[config.mk]
export PLATFORM = sky130hd
export DESIGN_NAME = identify_page
export DESIGN_NICKNAME = d
export VERILOG_FILES = /design/src/common/idpage_pkg.sv /design/src/string_word_pick.sv /design/src/identify_page.sv
export SDC_FILE = /design/constraint.sdc
export NUM_CORES = 1
export LEC_CHECK = 0
export BUFFER_PORTS_ARGS = -buffer_cell sky130_fd_sc_hd__buf_2
export CAP_MARGIN = 10
export CORE_AREA = 4 4 346 348
export CTS_BUF_LIST = sky130_fd_sc_hd__clkbuf_16
export CTS_CLUSTER_SIZE = 14
export DETAILED_ROUTE_END_ITERATION = 10
export DIE_AREA = 0 0 350 352
export PLACE_DENSITY = 0.3
export SYNTH_ARGS = -nofsm -noshare
export SYNTH_HDL_FRONTEND = slang
export SYNTH_HIERARCHICAL = 1
export SYNTH_SLANG_ARGS = --single-unit
[constraint.sdc]
create_clock -name core_clk -period 8.28 [get_ports core_clk]
set_clock_uncertainty 0.05 [all_clocks]
set_input_delay 1.656 -clock core_clk [delete_from_list [all_inputs] [get_ports core_clk]]
set_output_delay 1.656 -clock core_clk [all_outputs]
set_load 0.03 [all_outputs]
[src/common/idpage_pkg.sv]
// Purpose: Shared constants and types for the identify parameter page.
// Assumes: 16-bit page words, 256 words in one sector.
// Notes:   Strings are packed with the first character in the top byte.

package idpage_pkg;

  // ==========================================================================
  // Page geometry
  localparam int PAGE_WORDS = 256;          // Words in one sector
  localparam int IDX_W = 8;                 // Width of a word index
  localparam logic [7:0] LAST_IDX = 8'hff;  // Index of the final word

  // ==========================================================================
  // Word indices
  localparam logic [7:0] W_SIG = 8'h00;       // Card-type signature
  localparam logic [7:0] W_DEF_CYL = 8'h01;   // Default cylinders
  localparam logic [7:0] W_DEF_HEAD = 8'h03;  // Default heads
  localparam logic [7:0] W_DEF_SPT = 8'h06;   // Default sectors per track
  localparam logic [7:0] W_TOT_MSW = 8'h07;   // Sectors per card, high half
  localparam logic [7:0] W_TOT_LSW = 8'h08;   // Sectors per card, low half
  localparam logic [7:0] W_SERIAL = 8'h0a;    // Serial string, first word
  localparam logic [7:0] W_SERIAL_END = 8'h13;
  localparam logic [7:0] W_ECC = 8'h16;       // ECC bytes on long commands
  localparam logic [7:0] W_FW = 8'h17;        // Firmware string, first word
  localparam logic [7:0] W_FW_END = 8'h1a;
  localparam logic [7:0] W_MODEL = 8'h1b;     // Model string, first word
  localparam logic [7:0] W_MODEL_END = 8'h2e;
  localparam logic [7:0] W_MAX_MULT = 8'h2f;  // Max sectors per block
  localparam logic [7:0] W_CAPS = 8'h31;      // Capabilities
  localparam logic [7:0] W_PIO = 8'h33;       // PIO timing mode
  localparam logic [7:0] W_VALID = 8'h35;     // Field validity
  localparam logic [7:0] W_CUR_CYL = 8'h36;   // Current cylinders
  localparam logic [7:0] W_CUR_HEAD = 8'h37;  // Current heads
  localparam logic [7:0] W_CUR_SPT = 8'h38;   // Current sectors per track
  localparam logic [7:0] W_CAP_LSW = 8'h39;   // Current capacity, low half
  localparam logic [7:0] W_CAP_MSW = 8'h3a;   // Current capacity, high half
  localparam logic [7:0] W_MULT_SET = 8'h3b;  // Multiple sector setting
  localparam logic [7:0] W_LBA_LSW = 8'h3c;   // LBA sectors, low half
  localparam logic [7:0] W_LBA_MSW = 8'h3d;   // LBA sectors, high half
  localparam logic [7:0] W_MDMA = 8'h3f;      // Multiword DMA select/support
  localparam logic [7:0] W_ADV_PIO = 8'h40;   // Advanced PIO modes
  localparam logic [7:0] W_DMA_MIN = 8'h41;   // Min multiword DMA cycle
  localparam logic [7:0] W_DMA_REC = 8'h42;   // Recommended DMA cycle
  localparam logic [7:0] W_PIO_MIN = 8'h43;   // Min PIO cycle, no flow ctl
  localparam logic [7:0] W_PIO_RDY = 8'h44;   // Min PIO cycle, ready flow
  localparam logic [7:0] W_SECURITY = 8'h80;  // Security status
  localparam logic [7:0] W_RSV_LO = 8'h45;    // First zero word after 68

  // ==========================================================================
  // Fixed contents
  localparam int SERIAL_CHARS = 20;           // Serial field, characters
  localparam int FW_CHARS = 8;                // Firmware field, characters
  localparam int MODEL_CHARS = 40;            // Model field, characters
  localparam logic [15:0] ECC_COUNT = 16'h0004;  // ECC bytes per sector
  localparam logic [7:0] SPACE_CHAR = 8'h20;  // Pad character
  localparam logic [7:0] MULT_TOP = 8'h80;    // Upper byte of max multiple
  localparam logic [6:0] MULT_RSV = 7'h00;    // Reserved bits 15-9, word 59
  localparam logic MULT_VALID = 1'b1;         // Bit 8 of word 59
  localparam logic GEOM_VALID = 1'b1;         // Bit 0 of word 53
  localparam logic [7:0] ZERO_BYTE = 8'h00;   // Zero half word
  localparam logic [15:0] ZERO_WORD = 16'h0000;

  // ==========================================================================
  // Sender states
  typedef enum logic [1:0] {
    ST_IDLE = 2'b00,   // Waiting for an identify request
    ST_SEND = 2'b01    // Offering page words
  } send_state_type;

  // Page contents supplied by the card's own logic
  typedef struct packed {
    logic [15:0] def_cyl;     // Default cylinders
    logic [7:0] def_heads;    // Default heads
    logic [15:0] def_spt;     // Default sectors per track
    logic [31:0] total_sec;   // Sectors per card
    logic [7:0] max_mult;     // Max sectors per multiple block
    logic [7:0] caps_hi;      // Capabilities upper byte
    logic [7:0] pio_mode;     // PIO timing mode
    logic ext_valid;          // Words 64-70 valid
    logic [15:0] cur_cyl;     // Current cylinders
    logic [15:0] cur_heads;   // Current heads
    logic [15:0] cur_spt;     // Current sectors per track
    logic [31:0] cur_cap;     // Current capacity
    logic [7:0] mult_set;     // Current sectors per interrupt
    logic [31:0] lba_sec;     // LBA addressable sectors
    logic [7:0] mdma_sel;     // Selected multiword DMA mode
    logic [7:0] mdma_sup;     // Supported multiword DMA modes
    logic [7:0] adv_pio;      // Supported advanced PIO modes
    logic [15:0] dma_min_ns;  // Min multiword DMA cycle
    logic [15:0] dma_rec_ns;  // Recommended multiword DMA cycle
    logic [15:0] pio_min_ns;  // Min PIO cycle without flow control
    logic [15:0] pio_rdy_ns;  // Min PIO cycle with ready flow control
    logic [15:0] security;    // Security status
    logic pcmcia_mode;        // Card runs in PCMCIA mode
  } page_cfg_type;

endpackage : idpage_pkg

[src/string_word_pick.sv]
// Purpose: Picks one 16-bit word of a justified, space-padded ASCII field.
// Assumes: First character at the top byte of str; len counts characters.
// Notes:   First character of each pair lands in the upper byte.

`timescale 1ns/100ps

module string_word_pick #(
  parameter int CHARS = 20,      // Field width in characters
  parameter bit RIGHT = 1'b0     // Right justify when set
) (
  input wire logic [CHARS*8-1:0] str,
  input wire logic [7:0] len,
  input wire logic [7:0] woff,
  output logic [15:0] word
);
  import idpage_pkg::*;

  // ==========================================================================
  // Character lookup
  // Returns the character at field position pos, or a space
  function automatic logic [7:0] char_at(input int pos, input int n);
    int src;
    int lead;
    lead = RIGHT ? CHARS - n : 0;
    src = pos - lead;
    if (pos >= CHARS || src < 0 || src >= n) begin
      char_at = SPACE_CHAR;
    end else begin
      char_at = str[(CHARS-1-src)*8 +: 8];
    end
  endfunction : char_at

  // Clamp the length to the field
  int n_chars;
  always_comb begin
    n_chars = (int'(len) > CHARS) ? CHARS : int'(len);
  end

  // Upper byte holds the earlier character of the pair
  always_comb begin
    word = {char_at(2 * int'(woff), n_chars),
            char_at(2 * int'(woff) + 1, n_chars)};
  end

endmodule : string_word_pick

[src/identify_page.sv]
// Purpose: Streams the 256-word identify parameter page as one sector.
// Assumes: cfg and strings stay stable while a page is being sent.
// Notes:   A word is taken on each edge where page_valid and page_ready.

`timescale 1ns/100ps

module identify_page #(
  parameter logic [15:0] SIGNATURE = 16'h5a3c  // Value is arbitrary
) (
  input wire logic core_clk,
  input wire logic rst_n,
  input wire logic start,
  input wire idpage_pkg::page_cfg_type cfg,
  input wire logic [idpage_pkg::SERIAL_CHARS*8-1:0] serial_str,
  input wire logic [7:0] serial_len,
  input wire logic [idpage_pkg::FW_CHARS*8-1:0] fw_str,
  input wire logic [idpage_pkg::MODEL_CHARS*8-1:0] model_str,
  input wire logic [7:0] model_len,
  input wire logic page_ready,
  output logic [15:0] page_data_q,
  output logic page_valid_q,
  output logic page_last_q
);
  import idpage_pkg::*;

  // ==========================================================================
  // State and index
  send_state_type state_q;     // Sender state
  send_state_type state_d;     // Next sender state
  logic [7:0] idx_q;           // Index of the word on offer
  logic [7:0] idx_d;           // Index of the next word to offer
  logic load;                  // Load a new word into the output
  logic beat;                  // Host takes the offered word
  logic [15:0] word_d;         // Content of word idx_d
  logic [15:0] serial_word;    // Serial field word
  logic [15:0] fw_word;        // Firmware field word
  logic [15:0] model_word;     // Model field word

  assign beat = page_valid_q && page_ready;

  // Advance on each taken word; the page ends after the final one
  always_comb begin
    state_d = state_q;
    idx_d = idx_q;
    load = 1'b0;
    unique case (state_q)
      ST_IDLE: begin
        // A request starts a fresh page at word 0
        if (start) begin
          state_d = ST_SEND;
          idx_d = W_SIG;
          load = 1'b1;
        end
      end
      ST_SEND: begin
        // Stop after the 256th word has been taken
        if (beat && idx_q == LAST_IDX) begin
          state_d = ST_IDLE;
        end else if (beat) begin
          idx_d = idx_q + 8'h01;
          load = 1'b1;
        end
      end
      // Unused codes fall back to idle
      default: state_d = ST_IDLE;
    endcase
  end

  // ==========================================================================
  // Field pickers
  // Serial field, right justified
  string_word_pick #(.CHARS(SERIAL_CHARS), .RIGHT(1'b1)) u_serial (
    .str(serial_str),
    .len(serial_len),
    .woff(idx_d - W_SERIAL),
    .word(serial_word)
  );

  // Firmware field, fully occupied
  string_word_pick #(.CHARS(FW_CHARS), .RIGHT(1'b0)) u_fw (
    .str(fw_str),
    .len(8'(FW_CHARS)),
    .woff(idx_d - W_FW),
    .word(fw_word)
  );

  // Model field, left justified
  string_word_pick #(.CHARS(MODEL_CHARS), .RIGHT(1'b0)) u_model (
    .str(model_str),
    .len(model_len),
    .woff(idx_d - W_MODEL),
    .word(model_word)
  );

  // ==========================================================================
  // Page content
  // Builds the word that idx_d selects
  always_comb begin
    word_d = ZERO_WORD;
    if (idx_d >= W_SERIAL && idx_d <= W_SERIAL_END) begin
      word_d = serial_word;
    end else if (idx_d >= W_FW && idx_d <= W_FW_END) begin
      word_d = fw_word;
    end else if (idx_d >= W_MODEL && idx_d <= W_MODEL_END) begin
      word_d = model_word;
    end else begin
      case (idx_d)
        W_SIG: word_d = SIGNATURE;
        W_DEF_CYL: word_d = cfg.def_cyl;
        W_DEF_HEAD: word_d = {ZERO_BYTE, cfg.def_heads};
        W_DEF_SPT: word_d = cfg.def_spt;
        W_TOT_MSW: word_d = cfg.total_sec[31:16];
        W_TOT_LSW: word_d = cfg.total_sec[15:0];
        W_ECC: word_d = ECC_COUNT;
        W_MAX_MULT: word_d = {MULT_TOP, cfg.max_mult};
        W_CAPS: word_d = {cfg.caps_hi, ZERO_BYTE};
        W_PIO: word_d = {cfg.pio_mode, ZERO_BYTE};
        W_VALID: word_d = {14'h0000, cfg.ext_valid, GEOM_VALID};
        W_CUR_CYL: word_d = cfg.cur_cyl;
        W_CUR_HEAD: word_d = cfg.cur_heads;
        W_CUR_SPT: word_d = cfg.cur_spt;
        W_CAP_LSW: word_d = cfg.cur_cap[15:0];
        W_CAP_MSW: word_d = cfg.cur_cap[31:16];
        W_MULT_SET: word_d = {MULT_RSV, MULT_VALID, cfg.mult_set};
        W_LBA_LSW: word_d = cfg.lba_sec[15:0];
        W_LBA_MSW: word_d = cfg.lba_sec[31:16];
        W_MDMA: begin
          // DMA select and support vanish in PCMCIA mode
          word_d = cfg.pcmcia_mode ? ZERO_WORD
                                   : {cfg.mdma_sel, cfg.mdma_sup};
        end
        W_ADV_PIO: word_d = {ZERO_BYTE, cfg.adv_pio};
        W_DMA_MIN: begin
          word_d = cfg.pcmcia_mode ? ZERO_WORD : cfg.dma_min_ns;
        end
        W_DMA_REC: begin
          word_d = cfg.pcmcia_mode ? ZERO_WORD : cfg.dma_rec_ns;
        end
        W_PIO_MIN: word_d = cfg.pio_min_ns;
        W_PIO_RDY: word_d = cfg.pio_rdy_ns;
        W_SECURITY: word_d = cfg.security;
        default: word_d = ZERO_WORD;
      endcase
    end
  end

  // ==========================================================================
  // Registers
  // Sender state
  always_ff @(posedge core_clk or negedge rst_n) begin
    if (!rst_n) begin
      state_q <= ST_IDLE;
    end else begin
      state_q <= state_d;
    end
  end

  // Word index
  always_ff @(posedge core_clk or negedge rst_n) begin
    if (!rst_n) begin
      idx_q <= 8'h00;
    end else begin
      idx_q <= idx_d;
    end
  end

  // Output word, held until the host takes it
  always_ff @(posedge core_clk or negedge rst_n) begin
    if (!rst_n) begin
      page_data_q <= 16'h0000;
    end else if (load) begin
      page_data_q <= word_d;
    end
  end

  // Valid and last flags
  always_ff @(posedge core_clk or negedge rst_n) begin
    if (!rst_n) begin
      page_valid_q <= 1'b0;
      page_last_q <= 1'b0;
    end else begin
      page_valid_q <= (state_d == ST_SEND);
      page_last_q <= (state_d == ST_SEND) && (idx_d == LAST_IDX);
    end
  end
endmodule : identify_page

# Word-level counts from Yosys, hierarchy flattened
# Index checks and enable logic that the tools add are counted.
# word_totals
ff_bits,28
output_inout_bits,18
# classes
add_sub_neg,16
order_cmp,24
eq_ne,29
shift,6
n_mux,26
reduce_logical,20
# ops
operator,n
$shiftx 320x32->8,2
$pmux 16 s26,1
$shiftx 160x32->8,2
$lt 32x1->1 const B,4
$shiftx 64x32->8,2
$eq 8x6->1 const B,13
$mux 16,6
$mux 8,11
$ge 32x9->1,2
$sub 6x29->29 const A,2
$eq 8x7->1 const B,5
$ge 10x32->1,1
$ge 32x32->1,1
$ge 32x5->1 const B,1
$ge 32x6->1 const B,1
$ge 32x7->1 const B,1
$sub 10x32->32,1
$sub 11x32->32,1
$sub 6x32->32 const A,1
$add 9x1->10 const B,3
$sub 4x29->29 const A,1
$sub 7x29->29 const A,1
$eq 8x8->1 const B,3
$lt 9x1->1 const B,2
29 further kinds,53

# Logic depth before layout (Yosys ltp)
# Gate-level depths: netlist of the first run.
# depth
word_depth,13
depth_mapped,28

# Cells and area by module
# Netlist of the first run, hierarchy kept.
# by_module_without_submodules
mod,instances,cells_each,area_per_inst_um2,seq_area_each_um2
identify_page,1,640,4780.8,700.7
string_word_pick (u_serial),1,399,3997.6,0.0
string_word_pick (u_model),1,338,3126.7,0.0
string_word_pick (u_fw),1,92,873.3,0.0

# Worst setup path after synthesis of the first run
# OpenSTA, ideal clock, no wires.
# synth_timing
path_type,input -> register
start,in page_ready
end,reg page_data_q[7]
setup_time_ns,0.124
arrival_ns,6.723
t_required_ns,8.106
path_slack_ns,1.383
path_stages,25
n_path_buf,7
cell_sequence,nand4b_1 buf_2 a21o_1 and2_1 clkbuf_1 a21o_1 ha_1 buf_2 buf_1 clkbuf_1 nor2_1 nor2_1 inv_1 buf_2 inv_1 clkbuf_1 ha_1 nor2b_1 o21ai_0 a211oi_2 a22oi_1 a311oi_1 a221oi_1 nor3_1 a211o_1
# synth_between
elab_chain_len,13
elab_cells_between_ends,77
# synth_rtl
element,line_no,rtl
"start, declared",identify_page.sv:19,"input wire logic page_ready,"
$logic_and 1x1->1 *,identify_page.sv:39,assign beat = page_valid_q && page_ready;
$mux 8 or $logic_and 1x1->1 (tied branches),"identify_page.sv:59, identify_page.sv:57",
$mux 8 *,identify_page.sv:57,if (beat && idx_q == LAST_IDX) begin
$pmux 8 s2 *,identify_page.sv:46,unique case (state_q)
named net idx_d[0],identify_page.sv:31,logic [7:0] idx_d;
$sub 8x5->8 *,identify_page.sv:91,".woff(idx_d - W_MODEL),"
$add 9x1->10 *,string_word_pick.sv:42,"char_at(2 * int'(woff) + 1, n_chars)};"
"parallel branches: the longest is 3 deep, another holds $sub 7x29->29",--,
$mux 8 *,string_word_pick.sv:26,if (pos >= CHARS || src < 0 || src >= n) begin
named net model_word[7],identify_page.sv:37,logic [15:0] model_word;
$mux 16 *,identify_page.sv:104,end else if (idx_d >= W_MODEL && idx_d <= W_MODEL_END) begin
$mux 16 *,identify_page.sv:102,end else if (idx_d >= W_FW && idx_d <= W_FW_END) begin
$mux 16 *,identify_page.sv:100,if (idx_d >= W_SERIAL && idx_d <= W_SERIAL_END) begin
"end signal, assigned",identify_page.sv:172,page_data_q <= word_d;
"end, declared",identify_page.sv:20,"output logic [15:0] page_data_q,"
# Mark *: on every way through the listed nets, which the timed path passes.
# A chain may end at the register's enable or synchronous reset.

# Final worst setup path of the first run
# layout_timing
start,in page_ready
end,reg page_data_q[1]
# layout_between
elab_cells_between_ends,77
# layout_rtl
element,line_no,rtl
$logic_and 1x1->1 *,identify_page.sv:39,
$mux 8 or $logic_and 1x1->1 (tied branches),"identify_page.sv:59, identify_page.sv:57",
$mux 8 *,identify_page.sv:57,
$pmux 8 s2 *,identify_page.sv:46,
$sub 8x4->8 *,identify_page.sv:75,".woff(idx_d - W_SERIAL),"
$add 9x1->10 *,string_word_pick.sv:42,
"parallel branches: the longest is 4 deep, another holds $sub 11x32->32",--,
$mux 8 *,string_word_pick.sv:26,
named net serial_word[1],identify_page.sv:35,logic [15:0] serial_word;
$mux 16 *,identify_page.sv:100,
# Marked as above.

==> results of run 1 <==
-- power by group through the flow --
| stage | Sequential, mW | Clock [mW] | Combinational, mW |
|---|---|---|---|
| 2_1_floorplan | 0.199 | 0 | 0.587 |
| 3_3_place_gp | 0.178 | 0 | 1.28 |
| 3_5_place_dp | 0.177 | 0 | 1.27 |
| 4_1_cts | 0.175 | 0.166 | 1.28 |
| 5_1_grt | 0.176 | 0.169 | 1.34 |
| 6_report | 0.173 | 0.157 | 1.26 |
-- cells by family (layout without fill, tap and decap cells) --
logic type | count (synthesis) | in the layout
simple gates | 486 | 486
mux | 243 | 243
buf+inv | 167 | 998
compound gates | 456 | 456
flops | 28 | 28
xor+xnor | 30 | 30
other cells | 5 | 66
fa+ha+maj | 54 | 54
-- layer usage --
layer,track usage,part of all wire
met5,0,0.00089
met4,0.06515,0.035
met3,0.02489,0.053
met2,0.3706,0.49
met1,0.2648,0.42
-- layout make-up --
class / count / share of cell area
diodes: 41 / 0.005322
clock buffers: 3 / 0.003894
clock inverters: 1 / 0.001558
inverters: 38 / 0.008373
multi-input cells: 1294 / 0.5892
flip-flops and latches: 28 / 0.03635
well taps: 1524 / 0.09892
repair buffers: 956 / 0.2564
-- synth_stat cells (13+ instances only) --
cell	instances
a221oi_1	28
mux2i_1	91
a22o_1	22
inv_1	29
o21ai_0	44
ha_1	52
and2_1	19
nand4_1	27
and3_1	31
dfrtp_1	28
a32oi_1	20
nor2_1	53
a22oi_1	84
xnor2_1	23
clkbuf_1	53
nand3_1	43
nor3_1	25
buf_4	18
buf_2	38
nand2_1	179
o21ai_1	16
nor4_1	21
a211o_1	14
mux4_2	149
a21oi_1	81
a222oi_1	14
nor2b_1	13
-- worst max path at each step --
| stage | startpoint | end | slack [ns] |
|---|---|---|---|
| after global routing | page_ready | page_data_q[1]$_DFFE_PN0P_ | 0.60 |
| final | page_ready | page_data_q[1]$_DFFE_PN0P_ | 1.07 |
| after detailed placement | page_ready | page_data_q[1]$_DFFE_PN0P_ | 0.81 |
| after CTS | page_ready | page_data_q[1]$_DFFE_PN0P_ | 1.10 |
| after floorplan | page_ready | page_data_q[7]$_DFFE_PN0P_ | 1.38 |
| after global placement | page_ready | page_data_q[1]$_DFFE_PN0P_ | 0.84 |
-- worst reg2reg max path, stage by stage (launching register included) --
cell       delay, ns
dfrtp_1         0.46
ha_1            0.46
and4_1          0.35
a211oi_1        0.11
o32a_4          0.36
inv_2           0.35
o21ai_0         0.26
xnor2_1         0.22
ha_1            0.45
o21ai_1         0.14
a21oi_1         0.23
o21ai_0         0.13
nand2b_1        0.17
xor2_1          0.18
ha_1            0.26
a21oi_1         0.18
o21ai_0         0.10
a2111oi_0       0.41
and4_1          0.56
and3_1          0.34
nor2_1          0.07
o21ai_0         0.25
o21ai_0         0.13
o21ai_1         0.10
-- metrics by stage --
step	cell area [um2]	hold WS (ns)	total power, mW
finish	19280	0.4595	1.589
global route	19210	0.4883	1.683
CTS	19170	0.4764	1.617
detailed placement	19070	0.4456	1.447
global placement	19060	0.4313	1.462
floorplan	12850	0.5242	0.7861
-- state kept, by name (all words and copies together), names as in the netlist --
register	flops
idx_q	8
state_q	2
page_valid_q	1
page_last_q	1
page_data_q	16
==> impl_metrics.env, run 1 <==
export IMPL_outcome="completed"
export IMPL_maxCapViolCount=0
export IMPL_multiInputGateArea_um2=11360
export IMPL_grt_start_max_net_pins=85
export IMPL_regArea_um2=700.7
export IMPL_path_cells="buf_2 > nand4b_1 > o32a_4 > inv_2 > o21ai_0 > xnor2_1 > ha_1 > o21ai_1 > a21oi_1 > o21ai_0 > nand2b_1 > xor2_1 > ha_1 > a21oi_1 > o21ai_0 > a2111oi_0 > and4_1 > and3_1 > nor2_1 > o21ai_0 > o21ai_0 > o21ai_1"
export IMPL_postCtsResizedCells=0
export IMPL_grt_setup_unrepaired="false"
export IMPL_fillCellCount=13367
export IMPL_synth_xor_area_share=0.02164
export IMPL_hold_path_cell_count=1
export IMPL_power_frac_clock=0.099
export IMPL_worst_r2r_path_depth=23
export IMPL_hold_class="flop to flop"
export IMPL_netlist_area_um2=12780
export IMPL_num_rows=125
export IMPL_synth_top_area_frac=0.2626
export IMPL_synth_fa_ha_area_frac=0.05405
export IMPL_r2r_end="page_data_q[1]$_DFFE_PN0P_"
export IMPL_finalCriticalPeriod_ns=7.208
export IMPL_p_leak_nw=8.177
export IMPL_initial_core_util=0.1100
export IMPL_die_y_um=352
export IMPL_tightest_slew_ns=1.084
export IMPL_drt_pass1_iter_count=6
export IMPL_clk_latency_ns=0.28
export IMPL_grt_pass1_wl_um=175200
export IMPL_path_max_fanout=17
export IMPL_path_delay_family="compound AO/OA/AOI/OAI gates"
export IMPL_gr_usage_all_layers=0.2098
export IMPL_antenna_found_initial=85
export IMPL_setup_worst_path_end_class="flop"
export IMPL_cts_made_buffers=3
export IMPL_synthSimpleGateAreaFrac=0.2002
export IMPL_cts_setup_buffers=0
export IMPL_ys_seq_elements=28
export IMPL_fmax_ghz=0.1387
export IMPL_grt_pass1_vias=17896
export IMPL_place_ws_ns=0.8070
export IMPL_cts_tree="yes"
export IMPL_slew_headroom=0.2568
export IMPL_synth_top_family_by_area="multiplexers"
export IMPL_grt_overflow=0
export IMPL_ioPinCount=904
export IMPL_ir_drop_mv=0.06664
export IMPL_synth_area_leaders="mux4_2, mux2i_1, dfrtp_1"
export IMPL_synth_compound_area_share=0.2648
export IMPL_hold_end="page_data_q[7]$_DFFE_PN0P_"
export IMPL_synthMuxAreaShare=0.3365
export IMPL_slew_viol_final=0
export IMPL_cts_max_level=1
export IMPL_finalNetCount=3261
export IMPL_power_frac_seq=0.109
export IMPL_layout_commonest_cell="buf_2"
export IMPL_synth_edf_count=0
export IMPL_root_buffer="clkbuf_16"
export IMPL_start_kind="input port"
export IMPL_dpl_cell_count=3840
export IMPL_crit_required_ns=8.45
export IMPL_syn2layout_area_growth_pct=50.86
export IMPL_routed_via_density=4.550
export IMPL_path_common_cell="o21ai_0"
export IMPL_synthArstFlopShare=1.000
export IMPL_netlist_instances=1469
export IMPL_ant_nets=0
export IMPL_cts_sinks=28
export IMPL_max_stage_delay_ns=0.63
export IMPL_finalWirelength_um=136700
export IMPL_cts_hold_buf=0
export IMPL_wl_per_cell_um=35.18
export IMPL_p_sw_frac=0.5103
export IMPL_fin_tns_setup_ns=0
export IMPL_vias=17675
export IMPL_r2r_start="idx_q[0]$_DFF_PN0_"
export IMPL_power_density_nw_per_um2=82.43
export IMPL_cp_depth=22
export IMPL_die_x_um=350
export IMPL_ys_flop_type="dfrtp_1"
export IMPL_p_int_mw=0.7781
export IMPL_yosys_warnings=6
export IMPL_clk_pin_slew_worst_paths_ns=0.08
export IMPL_post_route_util=0.1659
export IMPL_layout_common_cells="buf_2, nand2_1, mux4_2"
export IMPL_drc=0
export IMPL_yosysSeqAreaShare=0.05483
export IMPL_critical_path_class="input port to flop"
export IMPL_avgSynthCellArea_um2=8.699
export IMPL_drive_gt1_frac=0.5039
export IMPL_setup_viol=0
export IMPL_hpwlAfterDp_um=121500
export IMPL_io_buffer_count=903
export IMPL_cp_num_buf_inv=2
export IMPL_post_route_period_util=0.8705
export IMPL_p_sw_mw=0.8109
export IMPL_yosys_area_top_type="mux4_2"
export IMPL_hold_viol=0
export IMPL_cp_slowest_cell="o32a_4"
export IMPL_place_congestion=0.9854
export IMPL_post_layout_nonfiller_instances=3885
export IMPL_critPathArrivalTime_ns=7.37
export IMPL_clk_path_buf_depth=2
export IMPL_reg2reg_slack_ns=1.90
export IMPL_core_area_um2=116200
export IMPL_min_from="page_data_q[7]$_DFFE_PN0P_"
export IMPL_dieArea_um2=123200
export IMPL_first_iter_violations=1470
export IMPL_synth_distinct_cells=105
export IMPL_setup_ws_ns=1.072
export IMPL_combPwrFrac=0.792
Power figures use the tool's default switching activity.
==> inputs of run 2 (changes only) <==
--- a/config.mk
+++ b/config.mk
@@ -18,2 +18,3 @@
 export SYNTH_HIERARCHICAL = 1
 export SYNTH_SLANG_ARGS = --single-unit
+export TNS_END_PERCENT = 10
==> constraint.sdc (replaced) <==
create_clock -name core_clk -period 8.28 [get_ports core_clk]
set_clock_uncertainty 0.05 [all_clocks]
set_input_delay 0.828 -clock core_clk [delete_from_list [all_inputs] [get_ports core_clk]]
set_output_delay 0.828 -clock core_clk [all_outputs]
set_load 0.03 [all_outputs]
==> run 2 against run 1 <==
Global-route usage rose by 0.15 points. Sequential power barely moved. Cell count fell by 0.10%. Non-clock buffer count rose by 3. Total power fell by 0.84%. Clock power barely moved. Critical endpoint is now page_data_q[2]$_DFFE_PN0P_. Highest routed layer unchanged.
==> impl_metrics.env, run 2 (synthesized netlist as in run 1, its figures left out) <==
export IMPL_clk_latency_ns=0.28
export IMPL_grt_setup_unrepaired="false"
export IMPL_grt_pass1_wl_um=176600
export IMPL_initial_core_util=0.1100
export IMPL_die_y_um=352
export IMPL_hpwlAfterDp_um=122300
export IMPL_finalWirelength_um=136900
export IMPL_fillCellCount=13548
export IMPL_io_buffer_count=903
export IMPL_dpl_cell_count=3843
export IMPL_start_kind="flop"
export IMPL_crit_required_ns=8.43
export IMPL_reg2reg_slack_ns=1.76
export IMPL_cts_setup_buffers=0
export IMPL_critical_path_class="flop to flop"
export IMPL_layout_commonest_cell="buf_2"
export IMPL_path_max_fanout=22
export IMPL_cts_hold_buf=0
export IMPL_finalNetCount=3264
export IMPL_drive_gt1_frac=0.5041
export IMPL_place_congestion=0.9839
export IMPL_vias=17624
export IMPL_hold_viol=0
export IMPL_num_rows=125
export IMPL_post_layout_nonfiller_instances=3881
export IMPL_setup_worst_path_end_class="flop"
export IMPL_fin_area_um2=19250
export IMPL_ir_drop_mv=0.06133
export IMPL_grt_overflow=0
export IMPL_grt_pass1_vias=18151
export IMPL_path_common_cell="ha_1"
export IMPL_largest_reg_flops=16
export IMPL_path_cells="ha_1 > and4_1 > a21o_1 > and2_1 > buf_4 > a21o_1 > buf_4 > inv_1 > ha_1 > fa_1 > inv_2 > ha_1 > nor2b_1 > o21a_1 > o211ai_1 > a21oi_1 > a2111oi_0 > and4_1 > and3_1 > nor2_1 > o21ai_0 > o21ai_0 > o31ai_1"
export IMPL_power_density_nw_per_um2=81.85
export IMPL_postCtsResizedCells=0
export IMPL_finalCriticalPeriod_ns=6.523
export IMPL_clk_path_buf_depth=2
export IMPL_critPathArrivalTime_ns=6.68
export IMPL_cts_made_buffers=3
export IMPL_finalPower_mw=1.576
export IMPL_layout_common_cells="buf_2, nand2_1, mux4_2"
export IMPL_ant_nets=0
export IMPL_antenna_found_initial=89
export IMPL_slew_viol_final=0
export IMPL_clk_pin_slew_worst_paths_ns=0.09
export IMPL_cp_slowest_cell="fa_1"
export IMPL_outcome="completed"
export IMPL_place_area_um2=19060
export IMPL_fmax_ghz=0.1533
export IMPL_die_x_um=350
export IMPL_hold_class="flop to flop"
export IMPL_root_buffer="clkbuf_16"
export IMPL_routed_via_density=4.541
export IMPL_drc=0
export IMPL_grt_start_max_net_pins=49
export IMPL_wl_per_cell_um=35.28
export IMPL_fin_tns_setup_ns=0
export IMPL_first_iter_violations=1354
export IMPL_max_stage_delay_ns=0.71
export IMPL_gr_usage_all_layers=0.2112
export IMPL_core_area_um2=116200
export IMPL_largest_register="page_data_q"
export IMPL_setup_viol=0
export IMPL_slew_headroom=0.1929
export IMPL_dieArea_um2=123200
export IMPL_cts_tree="yes"
export IMPL_syn2layout_area_growth_pct=50.66
export IMPL_drt_pass1_iter_count=8
export IMPL_p_leak_nw=8.183
export IMPL_cts_max_level=1
export IMPL_maxCapViolCount=0
export IMPL_ioPinCount=904
export IMPL_largest_registers="page_data_q (16), idx_q (8), state_q (2)"
export IMPL_post_route_period_util=0.7878
export IMPL_tightest_slew_ns=1.209
export IMPL_cts_sinks=28
## run 2: cell count changes in the layout (fill, tap and decap cells not counted)
cell / previous run / this run
buf_12: 2 / 0
diode_2: 41 / 34
buf_6: 0 / 1
buf_4: 51 / 54
buf_2: 903 / 904
nor4_1: 17 / 18
nor4_2: 5 / 4
## run 2: layer usage
layer  GRT usage  routed length, um  up-vias
met5           0                109        -
met4     0.05625               4086       16
met3     0.02474               7191      156
met2      0.3776              68700      818
met1      0.2668              56860     8893
li1            -                  -     7741
## run 2: critical path, delay by kind of cell (launching register included)
| kind | cells | cell delay (ns) |
|---|---|---|
| flops | 1 | 0.45 |
| buf+inv | 4 | 0.85 |
| fa+ha+maj | 4 | 1.72 |
| simple gates | 6 | 1.58 |
| compound gates | 9 | 1.78 |
## run 2: through the flow
stage	hold WS (ns)	setup WS [ns]	utilization
after floorplan	0.4824	2.211	-
after global placement	0.4378	1.467	0.1638
after detailed placement	0.4247	1.423	0.1640
after CTS	0.4464	1.658	0.1649
after global routing	0.4790	1.231	0.1654
final	0.4483	1.757	0.1657
## run 2: worst paths after layout
| path | from | to | depth (start not counted) |
|---|---|---|---|
| min reg2reg | page_data_q[5]$_DFFE_PN0P_ | page_data_q[5]$_DFFE_PN0P_ | 1 |
| max | idx_q[0]$_DFF_PN0_ | page_data_q[2]$_DFFE_PN0P_ | 23 |
| max reg2reg | idx_q[0]$_DFF_PN0_ | page_data_q[2]$_DFFE_PN0P_ | 23 |
| min | page_data_q[5]$_DFFE_PN0P_ | page_data_q[5]$_DFFE_PN0P_ | 1 |
| min in group asynchronous | rst_n | page_last_q$_DFF_PN0_ | 1 |
| max in group asynchronous | rst_n | idx_q[4]$_DFF_PN0_ | 1 |
## run 2: area by class of cell
type	instances	area, um2	share of cell area
Clock inverter	1	30.03	0.001560
Inverter	38	161.4	0.008384
Multi-Input combinational cell	1294	11350	0.5897
Timing Repair Buffer	959	4941	0.2566
Tap cell	1524	1907	0.09904
Antenna cell	34	85.08	0.004419
Sequential cell	28	700.7	0.03639
Clock buffer	3	75.07	0.003899
## run 2: where the power goes
| part | switching, mW | total, mW | internal (mW) |
|---|---|---|---|
| clock | 0.0582 | 0.155 | 0.0968 |
| sequential | 0.0205 | 0.175 | 0.154 |
| combinational | 0.723 | 1.25 | 0.522 |
| total | 0.802 | 1.58 | 0.773 |
==> inputs of run 3 (changes only) <==
Clock period 8.28 ns to 6.05 ns, I/O delays scaled along.
==> run 3 against run 2 <==
Via count grew 0.37%. Largest power group unchanged. Flip-flop and latch count is the same. Register-to-register slack lost 1.1 ns. Hold slack lost 0.12 ns.
==> impl_metrics.env, run 3 (synthesized netlist as in run 1, its figures left out) <==
export IMPL_clk_pin_slew_worst_paths_ns=0.09
export IMPL_cp_slowest_cell="dfrtp_1"
export IMPL_critical_path_class="flop to flop"
export IMPL_finalWirelength_um=136000
export IMPL_routed_via_density=4.485
export IMPL_slew_headroom=0.2449
export IMPL_setup_worst_path_end_class="flop"
export IMPL_fin_tns_setup_ns=0
export IMPL_place_congestion=0.9367
export IMPL_grt_overflow=0
export IMPL_fmax_ghz=0.1843
export IMPL_num_rows=125
export IMPL_r2r_end="page_data_q[8]$_DFFE_PN0P_"
export IMPL_slew_viol_final=0
export IMPL_layout_common_cells="buf_2, nand2_1, mux4_2"
export IMPL_grt_busiest_layer="met2"
export IMPL_clk_path_buf_depth=2
export IMPL_finalNetCount=3322
export IMPL_wl_per_cell_um=34.49
export IMPL_ir_drop_mv=0.07593
export IMPL_grt_setup_unrepaired="false"
export IMPL_die_y_um=352
export IMPL_cts_tree="yes"
export IMPL_cts_sinks=28
export IMPL_hold_viol=0
export IMPL_grt_pass1_wl_um=175100
export IMPL_critPathArrivalTime_ns=5.60
export IMPL_worst_r2r_path_depth=22
export IMPL_vias=17690
export IMPL_grt_start_max_net_pins=49
export IMPL_multiInputGateArea_um2=11350
export IMPL_hpwlAfterDp_um=122500
export IMPL_clk_latency_ns=0.28
export IMPL_cts_setup_buffers=0
export IMPL_first_iter_violations=1282
export IMPL_met1_usage=0.2662
export IMPL_largest_registers="page_data_q (16), idx_q (8), state_q (2)"
export IMPL_grt_util_met3=0.02178
export IMPL_regArea_um2=700.7
export IMPL_ant_nets=0
export IMPL_maxCapViolCount=0
export IMPL_tightest_slew_ns=1.129
export IMPL_power_density_nw_per_um2=111.0
export IMPL_die_x_um=350
export IMPL_root_buffer="clkbuf_16"
export IMPL_drt_pass1_iter_count=6
export IMPL_gr_usage_all_layers=0.2096
export IMPL_crit_required_ns=6.22
export IMPL_r2r_start="idx_q[0]$_DFF_PN0_"
export IMPL_setup_ws_ns=0.6241
export IMPL_dieArea_um2=123200
export IMPL_max_stage_delay_ns=0.45
export IMPL_use_met2=0.3707
export IMPL_largest_reg_flops=16
export IMPL_reg2reg_slack_ns=0.62
export IMPL_cts_max_level=1
export IMPL_layout_commonest_cell="buf_2"
export IMPL_io_buffer_count=903
export IMPL_start_kind="flop"
export IMPL_initial_core_util=0.1100
export IMPL_hold_class="input port to async pin"
export IMPL_grt_pass1_vias=18185
export IMPL_outcome="completed"
export IMPL_setup_viol=0
export IMPL_ioPinCount=904
export IMPL_syn2layout_area_growth_pct=54.46
export IMPL_antenna_found_initial=86
export IMPL_place_ws_ns=0.3377
export IMPL_post_route_period_util=0.8968
export IMPL_drc=0
export IMPL_cts_made_buffers=3
export IMPL_drive_gt1_frac=0.5162
export IMPL_path_cells="ha_1 > and4_1 > a21o_1 > mux2_2 > o21ai_0 > xnor2_1 > ha_1 > o21ai_1 > nor2_1 > a311oi_4 > ha_1 > a21oi_1 > nor2b_1 > o21ai_0 > nand3b_1 > a2111oi_1 > o31a_2 > and2_1 > o22ai_1 > nand2_1 > o21ai_0 > a21oi_1"
export IMPL_post_route_util=0.1699
export IMPL_fillCellCount=13472
export IMPL_path_max_fanout=8
export IMPL_largest_register="page_data_q"
export IMPL_finalCriticalPeriod_ns=5.426
export IMPL_core_area_um2=116200
export IMPL_p_leak_nw=8.479
-- run 3: what timing repair did --
item | 4_1_cts | 5_1_grt
hold buffers | 0 | 0
setup endpoints to repair | 0 | 1
resized for setup | 0 | 1
-- run 3: final cells by class --
| type | instances | share of cell area |
|---|---|---|
| Multi-Input combinational cell | 1294 | 0.5752 |
| Timing Repair Buffer | 1017 | 0.2742 |
| Tap cell | 1524 | 0.09661 |
| Sequential cell | 28 | 0.03550 |
| Inverter | 38 | 0.008177 |
| Antenna cell | 39 | 0.004945 |
| Clock buffer | 3 | 0.003803 |
| Clock inverter | 1 | 0.001521 |
-- run 3: worst max-delay path by stage --
stage,slack (ns),startpoint,to,cells past startpoint
global route,0.09,idx_q[0]$_DFF_PN0_,page_data_q[0]$_DFFE_PN0P_,22
global placement,0.39,start,page_data_q[8]$_DFFE_PN0P_,25
finish,0.62,idx_q[0]$_DFF_PN0_,page_data_q[8]$_DFFE_PN0P_,22
floorplan,0.09,idx_q[0]$_DFF_PN0_,page_data_q[7]$_DFFE_PN0P_,26
CTS,0.52,idx_q[0]$_DFF_PN0_,page_data_q[8]$_DFFE_PN0P_,22
detailed placement,0.34,start,page_data_q[8]$_DFFE_PN0P_,22
-- run 3: through the flow --
step	std cells	total power [mW]	hold WS (ns)	area, um2
after floorplan	1489	1.076	0.2594	12850
after global placement	3901	2.031	0.4246	19530
after detailed placement	3901	2.018	0.4320	19530
after CTS	3905	2.248	0.3900	19640
after global routing	3928	2.342	0.3964	19700
final	3944	2.190	0.3306	19740
-- run 3: per-layer routing --
metal | up-vias | part of all wire
met5 | - | 0.00071
met4 | 14 | 0.033
met3 | 144 | 0.060
met2 | 809 | 0.50
met1 | 8863 | 0.41
li1 | 7860 | -
-- run 3: critical path, delay by kind of cell (launching register included) --
kind | cells | cell delay (ns)
and+or+nand+nor | 6 | 0.85
adders and majority gates | 3 | 0.87
DFF | 1 | 0.45
xor gates and xnor gates | 1 | 0.22
AOI/OAI and AO/OA | 11 | 2.50
muxes | 1 | 0.43
-- run 3: report_power, final --
part / internal [mW] / switching (mW)
registers: 0.211 / 0.0226
clock network: 0.133 / 0.0826
logic: 0.752 / 0.989
